File: src/sqp_pkg.sv
// sqp_pkg: constants for the switch forwarding-policy block.
// assumes a 32-bit avalon-mm slave with word addressing.
package sqp_pkg;
  // word indices of the registers (byte address is four times these)
  localparam logic [3:0] SQP_A_SCHED = 4'h0;
  localparam logic [3:0] SQP_A_PRIO = 4'h1;
  localparam logic [3:0] SQP_A_RSV = 4'h2;
  localparam logic [3:0] SQP_A_MCAP = 4'h3;
  localparam logic [3:0] SQP_A_LTHR = 4'h4;
  localparam logic [3:0] SQP_A_STAT = 4'h5;
  localparam logic [3:0] SQP_A_PORT0 = 4'h6;
  // tx_schedule_control fields
  localparam int SQP_B_WLO = 0;
  localparam int SQP_B_WHI = 3;
  localparam int SQP_B_QOS = 5;
  localparam int SQP_B_FCDIS = 6;
  localparam int SQP_B_HDXQ = 7;
  // port_control_one fields
  localparam int SQP_B_FCEN = 0;
  localparam int SQP_B_HDX = 1;
  localparam int SQP_B_VLO = 4;
  localparam int SQP_B_VHI = 6;
  // geometry
  localparam int SQP_NPORT = 9;
  localparam int SQP_NPRI = 4;
  localparam int SQP_CW = 9;
  localparam logic [8:0] SQP_CAP_SMALL = 9'h0AA;
  localparam logic [8:0] SQP_CAP_BIG = 9'h154;
  // reset values, then the two trunk member port numbers
  localparam logic [7:0] SQP_R_SCHED = 8'h04;
  localparam logic [7:0] SQP_R_PORT = 8'h00;
  localparam logic [7:0] SQP_R_PRIO = 8'h00;
  localparam logic [7:0] SQP_R_RSV = 8'h00;
  localparam logic [8:0] SQP_R_MCAP = 9'h0FF;
  localparam logic [8:0] SQP_R_LTHR = 9'h018;
  localparam logic [3:0] SQP_TRK0 = 4'h0;
  localparam logic [3:0] SQP_TRK1 = 4'h1;
endpackage

File: src/sqp_sched.sv
// sqp_sched: per-destination pick between high and low queue.
// assumes take_i is a one-cycle pulse from the transmit mac.
`timescale 1ns/100ps
`default_nettype none
module sqp_sched
  import sqp_pkg::*;
(
  // clock and reset
  input wire logic core_clk_i,
  input wire logic nrst_i,
  // queue state and request
  input wire logic hi_rdy_i,
  input wire logic lo_rdy_i,
  input wire logic take_i,
  input wire logic qos_i,
  input wire logic [3:0] weight_i,
  // pick, one-cycle pulses
  output logic sel_hi_o,
  output logic sel_lo_o,
  output logic sel_fifo_o
);
  logic [3:0] cnt_q;
  logic [3:0] w;

  // weight 0 is treated as 1 so high traffic never starves
  assign w = (weight_i == 4'h0) ? 4'h1 : weight_i;

  // weighted round robin, or plain arrival order when qos is off
  always_ff @(posedge core_clk_i) begin
    if (!nrst_i) begin
      cnt_q <= 4'h0;
      sel_hi_o <= 1'b0;
      sel_lo_o <= 1'b0;
      sel_fifo_o <= 1'b0;
    end else begin
      sel_hi_o <= 1'b0;
      sel_lo_o <= 1'b0;
      sel_fifo_o <= 1'b0;
      if (take_i) begin
        if (!qos_i) begin
          sel_fifo_o <= hi_rdy_i | lo_rdy_i;
          cnt_q <= 4'h0;
        end else if (hi_rdy_i && lo_rdy_i) begin
          if (cnt_q >= w) begin
            sel_lo_o <= 1'b1;
            cnt_q <= 4'h0;
          end else begin
            sel_hi_o <= 1'b1;
            cnt_q <= cnt_q + 4'h1;
          end
        end else if (hi_rdy_i) begin
          sel_hi_o <= 1'b1;
        end else if (lo_rdy_i) begin
          sel_lo_o <= 1'b1;
          cnt_q <= 4'h0;
        end
      end
    end
  end

  property p_fifo_only;
    @(posedge core_clk_i) disable iff (!nrst_i)
    take_i && !qos_i |=> !sel_hi_o && !sel_lo_o;
  endproperty
  a_fifo_only: assert property (p_fifo_only)
    else $error("priority pick while qos off");

  property p_wrr_low;
    @(posedge core_clk_i) disable iff (!nrst_i)
    take_i && qos_i && hi_rdy_i && lo_rdy_i && cnt_q >= w |=> sel_lo_o;
  endproperty
  a_wrr_low: assert property (p_wrr_low)
    else $error("low packet not sent after weight");

  c_wrr: cover property (@(posedge core_clk_i) sel_lo_o && $past(cnt_q) > 1);
endmodule
`default_nettype wire

File: src/sqp_policy.sv
// sqp_policy: forwarding policy of a nine-port layer 2 switch.
// assumes mac-side requests are single-cycle pulses on core_clk_i;
// strap and link pins arrive asynchronously and are synchronised here.
`timescale 1ns/100ps
`default_nettype none
module sqp_policy
  import sqp_pkg::*;
#(
  parameter int NPORT = SQP_NPORT
)(
  // clock and reset
  input wire logic core_clk_i,
  input wire logic nrst_i,
  // avalon-mm slave
  input wire logic [3:0] avs_address_i,
  input wire logic avs_read_i,
  input wire logic avs_write_i,
  input wire logic [31:0] avs_writedata_i,
  output logic [31:0] avs_readdata_o,
  output logic avs_waitrequest_o,
  // straps and link status pins
  input wire logic trunk_en_i,
  input wire logic big_mem_i,
  input wire logic [1:0] link_up_i,
  // buffer admission and release
  input wire logic adm_req_i,
  input wire logic [3:0] adm_src_i,
  input wire logic adm_mcast_i,
  input wire logic adm_lowdrop_i,
  input wire logic adm_map_hi_i,
  input wire logic rel_i,
  input wire logic rel_mcast_i,
  output logic adm_ok_o,
  output logic adm_drop_o,
  output logic adm_fc_o,
  output logic adm_wred_o,
  output logic adm_hi_o,
  // vlan forwarding lookup
  input wire logic fwd_req_i,
  input wire logic [3:0] fwd_src_i,
  input wire logic [NPORT-1:0] fwd_mask_i,
  output logic [NPORT-1:0] fwd_mask_o,
  // trunk egress and learning check
  input wire logic trk_req_i,
  input wire logic [3:0] trk_dst_i,
  input wire logic sa_lsb_i,
  input wire logic da_lsb_i,
  output logic [3:0] trk_port_o,
  input wire logic lrn_req_i,
  input wire logic [3:0] lrn_src_i,
  input wire logic [3:0] lrn_port_i,
  output logic relearn_o,
  // transmit queue pick per destination
  input wire logic [NPORT-1:0] q_hi_rdy_i,
  input wire logic [NPORT-1:0] q_lo_rdy_i,
  input wire logic [NPORT-1:0] q_take_i,
  output logic [NPORT-1:0] q_sel_hi_o,
  output logic [NPORT-1:0] q_sel_lo_o,
  output logic [NPORT-1:0] q_sel_fifo_o
);
  logic [7:0] sched_q;
  logic [7:0] prio_q;
  logic [7:0] rsv_q;
  logic [8:0] mcap_q;
  logic [8:0] lthr_q;
  logic [7:0] pctl_q [NPORT];
  logic [3:0] sync1_q;
  logic [3:0] sync2_q;
  logic [8:0] cap_q;
  logic [8:0] used_q;
  logic [8:0] mused_q;
  logic wait_q;
  logic trunk;
  logic [1:0] link;
  logic [8:0] free;
  logic shared_ok;
  logic congested;
  logic admit;
  logic src_fc;
  logic acc;
  logic [31:0] rdata;

  // the first stage feeds only the second stage
  always_ff @(posedge core_clk_i) begin
    if (!nrst_i) begin
      sync1_q <= 4'h0;
      sync2_q <= 4'h0;
    end else begin
      sync1_q <= {link_up_i, big_mem_i, trunk_en_i};
      sync2_q <= sync1_q;
    end
  end
  assign trunk = sync2_q[0];
  assign link = sync2_q[3:2];

  // capacity follows the memory-size strap
  always_ff @(posedge core_clk_i) begin
    if (!nrst_i) begin
      cap_q <= SQP_CAP_SMALL;
    end else begin
      cap_q <= sync2_q[1] ? SQP_CAP_BIG : SQP_CAP_SMALL;
    end
  end

  // avalon: one wait cycle, then the access completes
  assign acc = (avs_read_i || avs_write_i) && !wait_q;
  always_ff @(posedge core_clk_i) begin
    if (!nrst_i) begin
      wait_q <= 1'b1;
    end else begin
      wait_q <= !((avs_read_i || avs_write_i) && wait_q);
    end
  end
  assign avs_waitrequest_o = wait_q;

  // register writes; port control words follow the status word
  always_ff @(posedge core_clk_i) begin
    if (!nrst_i) begin
      sched_q <= SQP_R_SCHED;
      prio_q <= SQP_R_PRIO;
      rsv_q <= SQP_R_RSV;
      mcap_q <= SQP_R_MCAP;
      lthr_q <= SQP_R_LTHR;
      for (int i = 0; i < NPORT; i++) begin
        pctl_q[i] <= SQP_R_PORT;
      end
    end else if (acc && avs_write_i) begin
      case (avs_address_i)
        SQP_A_SCHED: sched_q <= avs_writedata_i[7:0];
        SQP_A_PRIO: prio_q <= avs_writedata_i[7:0];
        SQP_A_RSV: rsv_q <= avs_writedata_i[7:0];
        SQP_A_MCAP: mcap_q <= avs_writedata_i[8:0];
        SQP_A_LTHR: lthr_q <= avs_writedata_i[8:0];
        default: begin
          for (int i = 0; i < NPORT; i++) begin
            if (avs_address_i == SQP_A_PORT0 + 4'(i)) begin
              pctl_q[i] <= avs_writedata_i[7:0];
            end
          end
        end
      endcase
    end
  end

  // read mux; unmapped words read zero
  always_comb begin
    rdata = 32'h0;
    case (avs_address_i)
      SQP_A_SCHED: rdata[7:0] = sched_q;
      SQP_A_PRIO: rdata[7:0] = prio_q;
      SQP_A_RSV: rdata[7:0] = rsv_q;
      SQP_A_MCAP: rdata[8:0] = mcap_q;
      SQP_A_LTHR: rdata[8:0] = lthr_q;
      SQP_A_STAT: rdata = {4'h0, link, trunk, congested, 6'h0,
                           mused_q, used_q};
      default: begin
        for (int i = 0; i < NPORT; i++) begin
          if (avs_address_i == SQP_A_PORT0 + 4'(i)) begin
            rdata[7:0] = pctl_q[i];
          end
        end
      end
    endcase
  end

  // read data is sampled in the wait cycle so it stands at completion
  always_ff @(posedge core_clk_i) begin
    if (!nrst_i) begin
      avs_readdata_o <= 32'h0;
    end else if (avs_read_i && wait_q) begin
      avs_readdata_o <= rdata;
    end
  end

  // admission: shared pool first, reserve only for low-drop unicast
  assign free = cap_q - used_q;
  assign shared_ok = free > {1'b0, rsv_q};
  assign congested = free < lthr_q;
  assign admit = adm_req_i && (free != 9'h0) &&
    (shared_ok || (adm_lowdrop_i && !adm_mcast_i)) &&
    !(adm_mcast_i && mused_q >= mcap_q);
  assign src_fc = pctl_q[adm_src_i][SQP_B_FCEN] && !sched_q[SQP_B_FCDIS];

  // occupancy counters; an admit and a release together cancel out
  always_ff @(posedge core_clk_i) begin
    if (!nrst_i) begin
      used_q <= 9'h0;
      mused_q <= 9'h0;
    end else begin
      if (admit && !(rel_i && used_q != 9'h0)) begin
        used_q <= used_q + 9'h1;
      end else if (!admit && rel_i && used_q != 9'h0) begin
        used_q <= used_q - 9'h1;
      end
      if (admit && adm_mcast_i && !(rel_i && rel_mcast_i)) begin
        mused_q <= mused_q + 9'h1;
      end else if (!(admit && adm_mcast_i) && rel_i && rel_mcast_i &&
                   mused_q != 9'h0) begin
        mused_q <= mused_q - 9'h1;
      end
    end
  end

  // per-packet verdict, congestion reaction and priority
  always_ff @(posedge core_clk_i) begin
    if (!nrst_i) begin
      adm_ok_o <= 1'b0;
      adm_drop_o <= 1'b0;
      adm_fc_o <= 1'b0;
      adm_wred_o <= 1'b0;
      adm_hi_o <= 1'b0;
    end else begin
      adm_ok_o <= admit;
      adm_drop_o <= adm_req_i && !admit;
      adm_fc_o <= adm_req_i && congested && src_fc;
      adm_wred_o <= adm_req_i && congested && !src_fc;
      if (adm_src_i < 4'(SQP_NPRI) && prio_q[2*adm_src_i]) begin
        adm_hi_o <= prio_q[2*adm_src_i+1];
      end else begin
        adm_hi_o <= adm_map_hi_i;
      end
    end
  end

  // vlan membership: same id as source, never back to the source
  always_ff @(posedge core_clk_i) begin
    if (!nrst_i) begin
      fwd_mask_o <= '0;
    end else if (fwd_req_i) begin
      for (int i = 0; i < NPORT; i++) begin
        fwd_mask_o[i] <= fwd_mask_i[i] && 4'(i) != fwd_src_i &&
          pctl_q[i][SQP_B_VHI:SQP_B_VLO] ==
          pctl_q[fwd_src_i][SQP_B_VHI:SQP_B_VLO];
      end
    end
  end

  // trunk member pick: hash, overridden by a dead link
  always_ff @(posedge core_clk_i) begin
    if (!nrst_i) begin
      trk_port_o <= SQP_TRK0;
    end else if (trk_req_i) begin
      if (trunk && (trk_dst_i == SQP_TRK0 || trk_dst_i == SQP_TRK1)) begin
        if (!link[0] && link[1]) begin
          trk_port_o <= SQP_TRK1;
        end else if (!link[1] && link[0]) begin
          trk_port_o <= SQP_TRK0;
        end else begin
          trk_port_o <= (sa_lsb_i ^ da_lsb_i) ? SQP_TRK1 : SQP_TRK0;
        end
      end else begin
        trk_port_o <= trk_dst_i;
      end
    end
  end

  // relearn a trunk source whose entry points outside the trunk
  always_ff @(posedge core_clk_i) begin
    if (!nrst_i) begin
      relearn_o <= 1'b0;
    end else begin
      relearn_o <= lrn_req_i && trunk &&
        (lrn_src_i == SQP_TRK0 || lrn_src_i == SQP_TRK1) &&
        lrn_port_i != SQP_TRK0 && lrn_port_i != SQP_TRK1;
    end
  end

  // qos per destination: global on, and full duplex or half allowed
  for (genvar g = 0; g < NPORT; g++) begin : g_sch
    logic qos;
    assign qos = sched_q[SQP_B_QOS] &&
      (!pctl_q[g][SQP_B_HDX] || sched_q[SQP_B_HDXQ]);
    sqp_sched u_sch (
      .core_clk_i(core_clk_i),
      .nrst_i(nrst_i),
      .hi_rdy_i(q_hi_rdy_i[g]),
      .lo_rdy_i(q_lo_rdy_i[g]),
      .take_i(q_take_i[g]),
      .qos_i(qos),
      .weight_i(sched_q[SQP_B_WHI:SQP_B_WLO]),
      .sel_hi_o(q_sel_hi_o[g]),
      .sel_lo_o(q_sel_lo_o[g]),
      .sel_fifo_o(q_sel_fifo_o[g])
    );
  end

  property p_fc_gdis;
    @(posedge core_clk_i) disable iff (!nrst_i)
    adm_req_i && sched_q[SQP_B_FCDIS] |=> !adm_fc_o;
  endproperty
  a_fc_gdis: assert property (p_fc_gdis)
    else $error("flow control while globally off");

  property p_fc_src;
    @(posedge core_clk_i) disable iff (!nrst_i)
    adm_req_i && congested && src_fc |=> adm_fc_o && !adm_wred_o;
  endproperty
  a_fc_src: assert property (p_fc_src)
    else $error("no flow control for enabled source");

  property p_wred;
    @(posedge core_clk_i) disable iff (!nrst_i)
    adm_req_i && congested && !src_fc |=> adm_wred_o && !adm_fc_o;
  endproperty
  a_wred: assert property (p_wred)
    else $error("no wred for disabled source");

  property p_ovr;
    @(posedge core_clk_i) disable iff (!nrst_i)
    adm_req_i && adm_src_i == 4'h2 && prio_q[4]
      |=> adm_hi_o == $past(prio_q[5]);
  endproperty
  a_ovr: assert property (p_ovr)
    else $error("override priority not applied");

  property p_rsv;
    @(posedge core_clk_i) disable iff (!nrst_i)
    adm_req_i && !shared_ok && (adm_mcast_i || !adm_lowdrop_i)
      |=> adm_drop_o;
  endproperty
  a_rsv: assert property (p_rsv)
    else $error("reserve used by other traffic");

  property p_cap;
    @(posedge core_clk_i) disable iff (!nrst_i)
    used_q <= cap_q || $past(cap_q) != cap_q;
  endproperty
  a_cap: assert property (p_cap)
    else $error("buffer count above capacity");

  property p_fail;
    @(posedge core_clk_i) disable iff (!nrst_i)
    trk_req_i && trunk && trk_dst_i == SQP_TRK0 && link == 2'b10
      |=> trk_port_o == SQP_TRK1;
  endproperty
  a_fail: assert property (p_fail)
    else $error("trunk traffic on dead member");

  property p_hash;
    @(posedge core_clk_i) disable iff (!nrst_i)
    trk_req_i && trunk && trk_dst_i == SQP_TRK1 && link == 2'b11
      |=> trk_port_o[0] == $past(sa_lsb_i ^ da_lsb_i);
  endproperty
  a_hash: assert property (p_hash)
    else $error("trunk hash mismatch");

  property p_relearn;
    @(posedge core_clk_i) disable iff (!nrst_i)
    lrn_req_i && !trunk |=> !relearn_o;
  endproperty
  a_relearn: assert property (p_relearn)
    else $error("relearn without trunk");

  c_fc: cover property (@(posedge core_clk_i) adm_fc_o);
  c_drop: cover property (@(posedge core_clk_i) adm_drop_o && adm_wred_o);
  c_fail: cover property (@(posedge core_clk_i) trk_req_i && link == 2'b01);
endmodule
`default_nettype wire

File: config.mk
export PLATFORM = sky130hd
export DESIGN_NAME = sqp_policy
export DESIGN_NICKNAME = d
export VERILOG_FILES = /design/src/sqp_pkg.sv /design/src/sqp_sched.sv /design/src/sqp_policy.sv
export SDC_FILE = /design/constraint.sdc
export NUM_CORES = 1
export LEC_CHECK = 0
export BUFFER_PORTS_ARGS = -buffer_cell sky130_fd_sc_hd__buf_4
export CAP_MARGIN = 20
export CORE_ASPECT_RATIO = 0.5
export CORE_MARGIN = 8
export CORE_UTILIZATION = 58
export DETAILED_ROUTE_END_ITERATION = 12
export PLACE_DENSITY_LB_ADDON = 0.12
export SLEW_MARGIN = 15
export SYNTH_ARGS = -nofsm -noshare
export SYNTH_HDL_FRONTEND = slang
export SYNTH_SLANG_ARGS = --single-unit
File: constraint.sdc
create_clock -name core_clk_i -period 5.6 [get_ports core_clk_i]
set_input_delay 0.84 -clock core_clk_i [delete_from_list [all_inputs] [get_ports core_clk_i]]
set_output_delay 0.84 -clock core_clk_i [all_outputs]
set_load 0.1 [all_outputs]
==> results.yml <==
power:
  power.net_switching_mw: 1.94
  swShare_pct: 35.1
  leakagePower_nw: 6.44
  combPwrFrac_pct: 35.9
  internal_power_mw: 3.58
  p_seq_share_pct: 37.4
  clockPowerShare_pct: 26.8
  power.density_nw_per_um2: 355
  ir_drop_v: 0.000389
cells_and_area:
  syn2layout_area_growth_pct: 14.2
  final_common_cell: "dfxtp_1"
  drive_gt1_share_pct: 16.4
  diodes: 0
  layout.nets: 1799
  mostFrequentLayoutCells: "dfxtp_1 (175), buf_4 (173), nand2_1 (140), a21oi_1 (118), nor2_1 (102)"
cts:
  hold_buffers: 0
  cts_tree: "built"
  numCtsBuffers: 23
  cts-root-buf: "clkbuf_16"
  cts.sinks: 247
  clkLatencyLatePin_ns: 0.52
  clkTransAtPathRegs_ns: 0.07
  htree_levels: 1
  clockBufferDepth: 3
floorplan:
  die_h_um: 124
  pin_count: 190
  fp.dieW_um: 233
  initial_core_util_pct: 59.3
  rows: 39
  core-area_sq_um: 22900
  dieArea_sq_um: 28900
synth:
  synthCells: 1477
  syn_area_sq_um: 13600
  yosysSeqAreaShare_pct: 41.6
  synth_enable_flop_cells: 72
  ys_ff_latch: 247
  ys_async_sr_fraction_pct: 0
  ys_types: 79
  syn_avg_cell_area_sq_um: 9.21
  yosys_warnings: 0
  yosys_most_used_dff: "dfxtp_1"
min_path:
  whs_path_depth: 1
  min_to: "sync2_q[0]"
  min_from: "sync1_q[0]"
  hp-class: "flip-flop to flip-flop"
grt:
  grt_pass1_vias: 11200
  grt_start_max_net_pins: 83
  grtUsageTotal_pct: 25.8
  globalRouteOverflowTotal: 0
  grt_pass1_wl_um: 60900
  antenna_found_initial: 1
outcome:
  status: "completed"
place:
  gp_congestion: 0.912
  dp.final_hpwl_um: 28400
  port_buffers: 154
timing:
  period_share_pct: 93.0
  setup_violations: 0
  fin_worst_skew_ns: 0.00991
  grt_setup_unrepaired: "no"
  hold_viol: 0
  relSlewSlack_pct: 27.8
  hold_slack_ns: 0.433
  drv_slew: 0
  period_minus_slack_ns: 5.21
  fin_setup_tns_ns: 0
  fmaxAchievable_mhz: 192
  max_slew.worst_pin.slew_ns: 1.08
setup_path:
  worst_ep_required_time_ns: 6.05
  worstPathArrival_ns: 5.65
  critPathKind: "flip-flop to flip-flop"
  ff2ff_path_depth: 22
  cp_max_fo: 5
  r2r-start: "cap_q[7]"
  reg2reg_to: "used_q[8]"
  path_cells: "inv_1 -> fa_1 -> nor2b_1 -> o2111ai_1 -> a31o_1 -> and2_1 -> ha_1 -> and3_1 -> a221o_1 -> a21oi_2 -> a211oi_2 -> nor2_4 -> or2_2 -> ha_1 -> nor2b_1 -> o21ai_0 -> a21boi_0 -> o21a_1 -> o41a_1 -> o21a_1 -> mux2i_1 -> mux2i_1"
  slowest_delay_ns: 0.46
  crit_path_end_kind: "flip-flop"
  ff2ff_setup_slack_ns: 0.39
  start_kind: "flip-flop"
  critPathSlowestCell: "dfxtp_1"
route:
  route.detailed.drc: 0
  drt_pre_antenna_iters: 5
  routed_wl_um: 39000
  ant_nets: 0
  drt_iter0_markers: 1109
  wl_per_cell_um: 20.4
  avgViaCountPerCell: 6.08
  dr_total_vias: 11600
job:
  maxCapViolations: 0
## logic make-up after synthesis
| family | share of synthesized area, % |
|---|---|
| compound gates | 15.3 |
| xor+xnor | 2.91 |
| fa+ha+maj | 8.90 |
| buf+inv | 5.82 |
| flops | 41.6 |
| mux | 6.45 |
| other cells | 0.0276 |
| simple gates | 18.9 |
## sequential cells by signal (all words and copies together), names as in the netlist, 4 cells and up
register,count
g_sch.u_sch.sel_lo_o,9
trk_port_o,4
rsv_q,8
lthr_q,9
mcap_q,9
avs_readdata_o,22
sync1_q,4
g_sch.u_sch.sel_fifo_o,9
prio_q,8
used_q,9
sched_q,8
pctl_q,72
fwd_mask_o,9
g_sch.u_sch.cnt_q,36
sync2_q,4
g_sch.u_sch.sel_hi_o,9
mused_q,9
## metal layers
layer	vias to the layer above	GRT usage [%]	wire length, um
li1	5487	-	-
met1	5605	35.1	16900
met2	459	41.9	18000
met3	77	5.50	3270
met4	2	5.60	865
met5	-	0	11
## worst max-delay path, delay by kind of cell (launching register included)
family	cells	cell delay, ns
fa+ha+maj	3	1.06
mux	2	0.35
buf+inv	1	0.10
flops	1	0.46
simple gates	6	1.06
compound gates	10	2.10
## synth_stat cells (all sizes together), types with 9 or more instances
cell / count / area [sq um]
mux2: 9 / 101
nor2b: 26 / 163
nor3: 46 / 235
a22oi: 22 / 165
ha: 92 / 1150
clkbuf: 47 / 176
nand2: 140 / 526
and2: 24 / 151
mux2i: 54 / 552
a21boi: 10 / 75.1
or3: 16 / 105
mux4: 10 / 225
a21o: 22 / 165
inv: 81 / 304
edfxtp: 72 / 2160
xor2: 29 / 273
a221oi: 9 / 78.8
o21ai: 67 / 335
nand2b: 37 / 231
nand4: 18 / 113
nand3: 70 / 350
nor2: 104 / 405
o211ai: 10 / 75.1
dfxtp: 175 / 3500
xnor2: 14 / 123
a21oi: 119 / 596
buf: 44 / 312
## power by group through the flow
stage | combinational [mW] | clock, mW | sequential (mW)
6_report | 1.98 | 1.48 | 2.06
5_1_grt | 2.18 | 1.56 | 2.07
4_1_cts | 1.96 | 1.50 | 2.06
3_5_place_dp | 1.94 | 0 | 2.10
3_3_place_gp | 1.88 | 0 | 2.09
2_1_floorplan | 1.36 | 0 | 2.20
## through the flow
stage	power [mW]	std cells	area [sq um]	util, %	setup WS, ns
floorplan	3.55	1486	13600	-	0.576
CTS	5.52	1912	15500	67.6	0.204
finish	5.52	1914	15500	67.7	0.392
global placement	3.97	1873	14800	64.7	0.390
global route	5.81	1914	15500	67.7	0.0371
detailed placement	4.04	1873	14800	64.7	0.246
## cell type report
| type | instances | area, sq um |
|---|---|---|
| Fill cell | 1876 | 7400 |
| Multi-Input combinational cell | 1067 | 7200 |
| Sequential cell | 247 | 5670 |
| Timing Repair Buffer | 173 | 1300 |
| Clock buffer | 34 | 648 |
| Tap cell | 307 | 384 |
| Inverter | 81 | 304 |
| Clock inverter | 5 | 32.5 |
## what timing repair did
item                                    CTS  global route
endpoints found under the setup margin    0             4
buffers inserted                          0             0
hold endpoints to repair                  0             0
gates resized for setup                   0             3
## how the worst max path moves through the flow
stage	from	to	slack, ns
finish	cap_q[7]	used_q[8]	0.39
global route	cap_q[7]	used_q[8]	0.04
CTS	cap_q[7]	used_q[8]	0.20
detailed placement	cap_q[7]	used_q[8]	0.25
global placement	cap_q[7]	used_q[8]	0.39
floorplan	cap_q[7]	mused_q[8]	0.58
Note: power is estimated with default switching activity, not from simulation.
